### src/hw/ups_pkg.sv
package ups_pkg;
    // opmode codes
    localparam logic [1:0] UPS_OPM_NORMAL = 2'h0;
    localparam logic [1:0] UPS_OPM_NODRIVE = 2'h1;
    localparam logic [1:0] UPS_OPM_CHIRP = 2'h2;
    localparam logic [1:0] UPS_OPM_RAW = 2'h3;
    // linestate codes
    localparam logic [1:0] UPS_LS_SE0 = 2'h0;
    localparam logic [1:0] UPS_LS_J = 2'h1;
    localparam logic [1:0] UPS_LS_K = 2'h2;
    // special bytes in raw mode
    localparam logic [7:0] UPS_STP_NOSTUFF = 8'hfe;
    localparam logic [7:0] UPS_STP_NOEOP = 8'h00;
    localparam logic [7:0] UPS_PID_SOF = 8'ha5;
    // id detection time
    localparam int UPS_T_ID_US = 50;
    localparam int UPS_CLK_MHZ = 100;
    localparam int UPS_ID_CYC = UPS_T_ID_US * UPS_CLK_MHZ;
    // rxcmd hold after wake; the clock restarts at once
    localparam int UPS_CLK_RESTART_CYC = 4;
    localparam int UPS_RXCMD_W = 8;
    // rxcmd bit positions
    localparam int UPS_RX_LS_LSB = 0;
    localparam int UPS_RX_VBUS_LSB = 2;
    localparam int UPS_RX_ID_BIT = 6;

    typedef struct packed {
        logic vbus_valid;
        logic sess_valid;
        logic sess_end;
        logic id;
    } ups_cmp_t;

    typedef enum logic [2:0] {
        UPS_EOP_NORMAL = 3'h0,
        UPS_EOP_NOSTUFF = 3'h1,
        UPS_EOP_NONE = 3'h2,
        UPS_EOP_LONG = 3'h3,
        UPS_EOP_NOSYNC = 3'h4
    } ups_eop_t;
endpackage

### src/hw/ups_sync.sv
module ups_sync
    import ups_pkg::*;
#(
    parameter int W = 1
) (
    // clock and reset
    input wire logic sys_clk,
    input wire logic rst,
    // data
    input wire logic [W-1:0] din,
    output logic [W-1:0] dout
);
    logic [W-1:0] s1;
    logic [W-1:0] s2;
    logic [W-1:0] s3;

    // change accepted once second and third stages agree
    always_ff @(posedge sys_clk) begin
        if (rst) begin
            s1 <= '0;
            s2 <= '0;
            s3 <= '0;
            dout <= '0;
        end else begin
            s1 <= din;
            s2 <= s1;
            s3 <= s2;
            if (s2 == s3) begin
                dout <= s3;
            end
        end
    end
endmodule

### src/hw/ups_phy_ctrl.sv
module ups_phy_ctrl
    import ups_pkg::*;
(
    // clock and reset
    input wire logic sys_clk,
    input wire logic rst,
    // function control from link
    input wire logic suspendm,
    input wire logic [1:0] opmode,
    input wire logic [1:0] xcvrselect,
    input wire logic termselect,
    input wire logic dp_pulldown,
    input wire logic dm_pulldown,
    input wire logic id_sense_pullup_enable,
    input wire logic three_wire_serial_select,
    // transmit stream from link
    input wire logic tx_valid,
    input wire logic [7:0] tx_data,
    input wire logic stp,
    // analog side, asynchronous
    input wire logic [1:0] line_state_raw,
    input wire logic vbus_valid_raw,
    input wire logic sess_valid_raw,
    input wire logic sess_end_raw,
    input wire logic id_raw,
    // status and controls toward analog
    output logic suspended,
    output logic clk_out_en,
    output logic serial_mode,
    output logic auto_sync_eop,
    output logic nrzi_stuff_en,
    output logic eop_stuff_en,
    output logic eop_send,
    output logic eop_long,
    output logic resume_eop,
    // receive command toward link
    output logic rxcmd_valid,
    output logic [UPS_RXCMD_W-1:0] rxcmd_data
);
    ////////////////////////////////////////////////////////////////////
    logic [5:0] sync_in;
    logic [5:0] sync_out;
    ups_cmp_t cmp;
    ups_cmp_t cmp_prev;
    logic [1:0] ls;
    logic [1:0] ls_prev;
    logic susp_req_prev;
    logic [2:0] restart_cnt;
    logic restarting;
    logic sof_pkt;
    logic first_byte;
    logic resume_drive;
    logic resume_drive_prev;
    logic id_armed;
    logic [12:0] id_cnt;
    ups_eop_t eop_kind;

    assign sync_in = {line_state_raw, vbus_valid_raw, sess_valid_raw, sess_end_raw, id_raw};

    ups_sync #(.W(6)) u_sync (
        .sys_clk(sys_clk),
        .rst(rst),
        .din(sync_in),
        .dout(sync_out)
    );

    assign ls = sync_out[5:4];
    assign cmp = ups_cmp_t'(sync_out[3:0]);

    ////////////////////////////////////////////////////////////////////
    // suspend and wake
    wire suspend_enter = !suspendm && susp_req_prev && !suspended;
    wire wake_evt = suspended && (stp || suspendm);

    always_ff @(posedge sys_clk) begin
        if (rst) begin
            suspended <= 1'b0;
            susp_req_prev <= 1'b1;
            restart_cnt <= 3'h0;
        end else begin
            susp_req_prev <= suspendm;
            if (suspend_enter) begin
                suspended <= 1'b1;
            end else if (wake_evt) begin
                suspended <= 1'b0;
                restart_cnt <= 3'(UPS_CLK_RESTART_CYC);
            end else if (restart_cnt != 3'h0) begin
                restart_cnt <= restart_cnt - 3'h1;
            end
        end
    end

    // clock comes back first; rxcmds held until the restart count runs out
    assign restarting = restart_cnt != 3'h0;
    assign clk_out_en = !suspended;

    ////////////////////////////////////////////////////////////////////
    // transmit mode control
    wire raw_mode = opmode == UPS_OPM_RAW;
    wire hs_sel = xcvrselect == 2'h0;
    assign auto_sync_eop = !(raw_mode && hs_sel);
    assign nrzi_stuff_en = 1'b1;
    assign serial_mode = three_wire_serial_select && !hs_sel;

    wire tx_first = tx_valid && first_byte;
    always_ff @(posedge sys_clk) begin
        if (rst) begin
            first_byte <= 1'b1;
            sof_pkt <= 1'b0;
        end else if (stp) begin
            first_byte <= 1'b1;
        end else if (tx_first) begin
            first_byte <= 1'b0;
            sof_pkt <= tx_data == UPS_PID_SOF;
        end
    end

    // eop treatment decided on stp data in raw high-speed mode
    wire raw_hs = raw_mode && hs_sel;
    assign eop_kind = !raw_hs ? UPS_EOP_NORMAL :
                      (tx_data == UPS_STP_NOEOP) ? UPS_EOP_NONE :
                      (tx_data == UPS_STP_NOSTUFF) ? UPS_EOP_NOSTUFF :
                      sof_pkt ? UPS_EOP_LONG : UPS_EOP_NOSYNC;

    always_ff @(posedge sys_clk) begin
        if (rst) begin
            eop_send <= 1'b0;
            eop_long <= 1'b0;
            eop_stuff_en <= 1'b1;
        end else begin
            eop_send <= stp && !suspended && (eop_kind != UPS_EOP_NONE);
            eop_long <= stp && (eop_kind == UPS_EOP_LONG);
            eop_stuff_en <= !(stp && eop_kind == UPS_EOP_NOSTUFF);
        end
    end

    ////////////////////////////////////////////////////////////////////
    // resume end: host side (pull-downs on) appends eop when drive stops
    assign resume_drive = opmode == UPS_OPM_CHIRP && !suspended;
    always_ff @(posedge sys_clk) begin
        if (rst) begin
            resume_drive_prev <= 1'b0;
            resume_eop <= 1'b0;
        end else begin
            resume_drive_prev <= resume_drive;
            resume_eop <= resume_drive_prev && (stp || !resume_drive)
                          && dp_pulldown && dm_pulldown;
        end
    end

    ////////////////////////////////////////////////////////////////////
    // receive commands: linestate, comparator and id changes
    wire cmp_chg = (cmp.vbus_valid != cmp_prev.vbus_valid)
                || (cmp.sess_valid != cmp_prev.sess_valid)
                || (cmp.sess_end != cmp_prev.sess_end);
    wire id_chg = id_armed && (cmp.id != cmp_prev.id);
    wire ls_chg = ls != ls_prev;
    // no updates while driving resume K; the link assumes K meanwhile
    wire quiet = suspended || restarting || resume_drive;
    wire send = !quiet && (cmp_chg || id_chg || ls_chg || id_cnt == 13'h1);

    always_ff @(posedge sys_clk) begin
        if (rst) begin
            id_armed <= 1'b0;
            id_cnt <= 13'h0;
        end else if (!id_sense_pullup_enable) begin
            id_armed <= 1'b0;
            id_cnt <= 13'h0;
        end else if (!id_armed) begin
            // pull-up settle, then one forced report within detection time
            id_armed <= 1'b1;
            id_cnt <= 13'(UPS_ID_CYC);
        end else if (id_cnt != 13'h0) begin
            id_cnt <= id_cnt - 13'h1;
        end
    end

    // changes seen while quiet are kept pending by not updating prev
    always_ff @(posedge sys_clk) begin
        if (rst) begin
            cmp_prev <= '0;
            ls_prev <= UPS_LS_SE0;
            rxcmd_valid <= 1'b0;
            rxcmd_data <= '0;
        end else begin
            rxcmd_valid <= send;
            if (send) begin
                cmp_prev <= cmp;
                ls_prev <= ls;
                rxcmd_data <= {1'b0, cmp.id && id_armed, 1'b0, cmp.sess_end,
                               cmp.vbus_valid, cmp.sess_valid, ls};
            end
        end
    end

    ////////////////////////////////////////////////////////////////////
    suspend_wake_a: assert property (@(posedge sys_clk) disable iff (rst)
        suspended && stp |=> !suspended ##0 clk_out_en) else $error("no wake on stp");
    suspend_enter_a: assert property (@(posedge sys_clk) disable iff (rst)
        $fell(suspendm) && !suspended |=> suspended) else $error("no suspend");
    clk_first_a: assert property (@(posedge sys_clk) disable iff (rst)
        $fell(suspended) |-> !rxcmd_valid[*4]) else $error("rxcmd before clock");
    raw_mode_a: assert property (@(posedge sys_clk) disable iff (rst)
        opmode == UPS_OPM_RAW && xcvrselect == 2'h0 |-> !auto_sync_eop && nrzi_stuff_en)
        else $error("raw mode wrong");
    no_eop_a: assert property (@(posedge sys_clk) disable iff (rst)
        stp && raw_hs && tx_data == UPS_STP_NOEOP |=> !eop_send) else $error("eop sent");
    nostuff_eop_a: assert property (@(posedge sys_clk) disable iff (rst)
        stp && raw_hs && tx_data == UPS_STP_NOSTUFF |=> !eop_stuff_en)
        else $error("eop stuffed");
    sof_long_a: assert property (@(posedge sys_clk) disable iff (rst)
        tx_first && raw_hs && tx_data == UPS_PID_SOF && !stp ##1 stp && !tx_valid && raw_hs
        && tx_data != UPS_STP_NOEOP && tx_data != UPS_STP_NOSTUFF |=> eop_long)
        else $error("no long eop");
    quiet_resume_a: assert property (@(posedge sys_clk) disable iff (rst)
        resume_drive |=> !rxcmd_valid) else $error("rxcmd during resume");
    serial_sel_a: assert property (@(posedge sys_clk) disable iff (rst)
        three_wire_serial_select && xcvrselect == 2'h1 |-> serial_mode)
        else $error("no serial mode");
    cmp_report_a: assert property (@(posedge sys_clk) disable iff (rst)
        cmp_chg && !quiet |=> rxcmd_valid
        ##0 rxcmd_data[4:2] == $past({cmp.sess_end, cmp.vbus_valid, cmp.sess_valid}))
        else $error("comparator change lost");
    resume_eop_a: assert property (@(posedge sys_clk) disable iff (rst)
        resume_drive ##1 !resume_drive && dp_pulldown && dm_pulldown |=> resume_eop)
        else $error("no resume eop");
endmodule

### config.mk
export PLATFORM = sky130hd
export DESIGN_NAME = ups_phy_ctrl
export DESIGN_NICKNAME = d
export VERILOG_FILES = /design/src/hw/ups_pkg.sv /design/src/hw/ups_sync.sv /design/src/hw/ups_phy_ctrl.sv
export SDC_FILE = /design/constraint.sdc
export NUM_CORES = 1
export LEC_CHECK = 0
export BUFFER_PORTS_ARGS = -buffer_cell sky130_fd_sc_hd__buf_2
export CAP_MARGIN = 20
export CORE_UTILIZATION = 59
export DETAILED_ROUTE_END_ITERATION = 10
export PLACE_DENSITY = 0.84
export SETUP_SLACK_MARGIN = 0.3
export SYNTH_ARGS = -nofsm -noshare
export SYNTH_HDL_FRONTEND = slang
export SYNTH_SLANG_ARGS = --single-unit
### constraint.sdc
create_clock -name sys_clk -period 2.8 [get_ports sys_clk]
set_input_delay 0.14 -clock sys_clk [delete_from_list [all_inputs] [get_ports sys_clk]]
set_output_delay 0.14 -clock sys_clk [all_outputs]
set_load 0.005 [all_outputs]
==> results.cfg <==
[finish]
diodes = 0
fin_cells = 368
final_nets = 346
final_layout_size_suffix_gt1_frac = 0.1918
area_growth_pct = 15.47
final_common_cell = dfxtp_1
final_cell_mix = 58 x dfxtp_1, 41 x buf_2, 27 x nor2b_1
finalInstanceArea_um2 = 2895

[placed_design]
port-buffer-count = 41
place_area_um2 = 2691
hpwl_um = 3025
place.gp.congestion = 0.7462
placed_cells = 348

[worst_hold_path]
hold_path.class = in -> reg
whs_path_depth = 2
holdCritStartpoint = suspendm
hold_end = susp_req_prev$_SDFF_PP1_

[cts]
cts-root-buf = clkbuf_8
clockBufferDepth = 2
cts_buffers = 9
cts_num_sinks = 58
cts_tree = done
post_cts_buffers = 0
ctsResizeCount = 0
clock_latency_ps = 330
htreeDepth = 3
clkTransAtPathRegs_ps = 60

[global_route]
first_global_vias = 1741
grt-ovfl-total = 0
antenna_found_initial = 0
grt_max_degree = 48
grt_usage = 0.2267
grt_pass1_wl_um = 7383

[sta]
hold_viol = 0
slew_headroom = 0.4773
rsz0062_at_grt = no
max_freq_mhz = 485.8
setup_viol = 0
setup_tns_ps = 0
min_period_ps = 2058
fin_crit_sh = 0.7351
whs_ps = 20.39
skew_ps = 8.921
slew_violations = 0
tightestPinTransition_ps = 784.0

[synthesis]
ys_async_sr_fraction = 0
syn_area_um2 = 2507
yosysWarnings = 0
synth_cell_types = 45
synthCells = 273
ys_seq_area_frac = 0.4631
synth_edf_count = 0
yosys.area.top_type_share = 0.4631
synthTopCellsByArea = dfxtp_1 46%, nor2b_1 6.7%, xnor2_1 3.8%
netlist.top_cell.by_area = dfxtp_1
synth-seq-cells = 58
syn_avg_cell_area_um2 = 9.185
yosys_most_used_dff = dfxtp_1

[route]
wl_met1_um = 2127
dr_wl_met3_um = 174
wl_met2_um = 2009
drt_wl_total_um = 4380
firstDrtPassIters = 4
drt_iter0_drc = 112
viasPerCell = 5.318
wire_per_inst_um = 11.90
top_layer_used = met4
num_vias = 1957
final_antenna_net_count = 0
drc = 0

[power]
p_per_area_nw_per_um2 = 638.4
ir_drop_mv = 0.6250
total_power_mw = 1.848
p_leak_nw = 1.268

[floorplanning]
die-height_um = 67.19
dieWidth_um = 67.19
core_um2 = 4029
initial_core_util = 0.6224
die_area_um2 = 4515
row_count = 23
io_pins = 46

[critical_path]
critPathBufInv = 0
path_cells = or4_4, or4b_1, nand3_2, xor2_1, nor2_1
path_delay_family = simple AND/OR/NAND/NOR gates
cp_num_cells = 5
crit_path_end_kind = flip-flop
cpMaxStageDelayCell = or4b_1
worstRegToRegCells = 5
critPathMaxFanout = 6
crit_path_max_incr_delay_ps = 640
worstPathArrival_ps = 2260
reg2reg_from = id_cnt[10]$_SDFFE_PP0P_
cp-start-kind = flip-flop
rr_endpoint = id_cnt[4]$_SDFFE_PP0P_
rrSetupSlack_ps = 740
required_ps = 3000
path_class = reg -> reg

[outcome]
status = finished clean

[flow_run]
drv_cap = 0
[sequential cells by signal, indices dropped and copies added (netlist names), 3 cells and up]
signal       flops
id_cnt          13
restart_cnt      3
rxcmd_data       5
u_sync.dout      6
u_sync.s1        6
u_sync.s2        6
u_sync.s3        6
[cells in the mapped netlist (2+ instances only)]
library cell	count
a211oi_1	3
a21oi_1	9
a22oi_1	6
a31oi_1	3
and4_1	2
buf_4	6
clkbuf_1	9
conb_1	2
dfxtp_1	58
ha_1	5
inv_1	8
mux2i_1	6
nand2_1	14
nand2b_1	7
nand3_1	16
nand3b_1	2
nand4_1	3
nor2_1	25
nor2b_1	27
nor3_1	3
nor3b_1	6
nor4_1	5
o21ai_0	3
o31ai_1	2
or2_2	2
or4_1	4
xnor2_1	11
xor2_1	9
[logic make-up after synthesis]
family / share of synthesized area
simple gates: 0.2784
flops: 0.4631
xor+xnor: 0.06986
buf+inv: 0.04690
compound gates: 0.08982
other cells: 0.002995
fa+ha+maj: 0.02495
mux: 0.02395
[routing by layer]
metal	up-vias	track usage
li1	1012	-
met1	909	0.2761
met2	30	0.3388
met3	6	0.1064
met4	0	0.1011
met5	-	0
[through the flow]
| step | setup slack (ps) | util |
|---|---|---|
| 6_report | 741.7 | 0.7186 |
| 5_1_grt | 636.4 | 0.7186 |
| 4_1_cts | 747.4 | 0.7186 |
| 3_5_place_dp | 774.4 | 0.6680 |
| 3_3_place_gp | 787.1 | 0.6680 |
| 2_1_floorplan | 904.1 | - |
[layout make-up]
cell class	instances	area, um^2
multi-input cells	191	1232
flip-flops and latches	58	1161
fillers	312	1134
repair buffers	45	245.2
clock buffers	13	148.9
well taps	50	62.56
inverters	8	30.03
clock inverters	3	15.01
[report_power, final]
part	total, mW	switching, mW	internal (mW)
registers	0.901	0.0307	0.870
logic	0.305	0.174	0.131
clock network	0.642	0.301	0.341
[worst max path at each step]
stage | start | end
4_1_cts | id_cnt[10]$_SDFFE_PP0P_ | id_cnt[4]$_SDFFE_PP0P_
2_1_floorplan | id_cnt[10]$_SDFFE_PP0P_ | id_cnt[4]$_SDFFE_PP0P_
3_5_place_dp | id_cnt[10]$_SDFFE_PP0P_ | id_cnt[4]$_SDFFE_PP0P_
6_report | id_cnt[10]$_SDFFE_PP0P_ | id_cnt[4]$_SDFFE_PP0P_
3_3_place_gp | id_cnt[10]$_SDFFE_PP0P_ | id_cnt[4]$_SDFFE_PP0P_
5_1_grt | id_cnt[4]$_SDFFE_PP0P_ | id_cnt[4]$_SDFFE_PP0P_
[timing repair]
item | CTS | global route
hold buffers | 4 | 0
endpoints found under the setup margin | 0 | 0
hold endpoints to repair | 4 | 0
No activity file was read; power rests on OpenSTA's default activity.
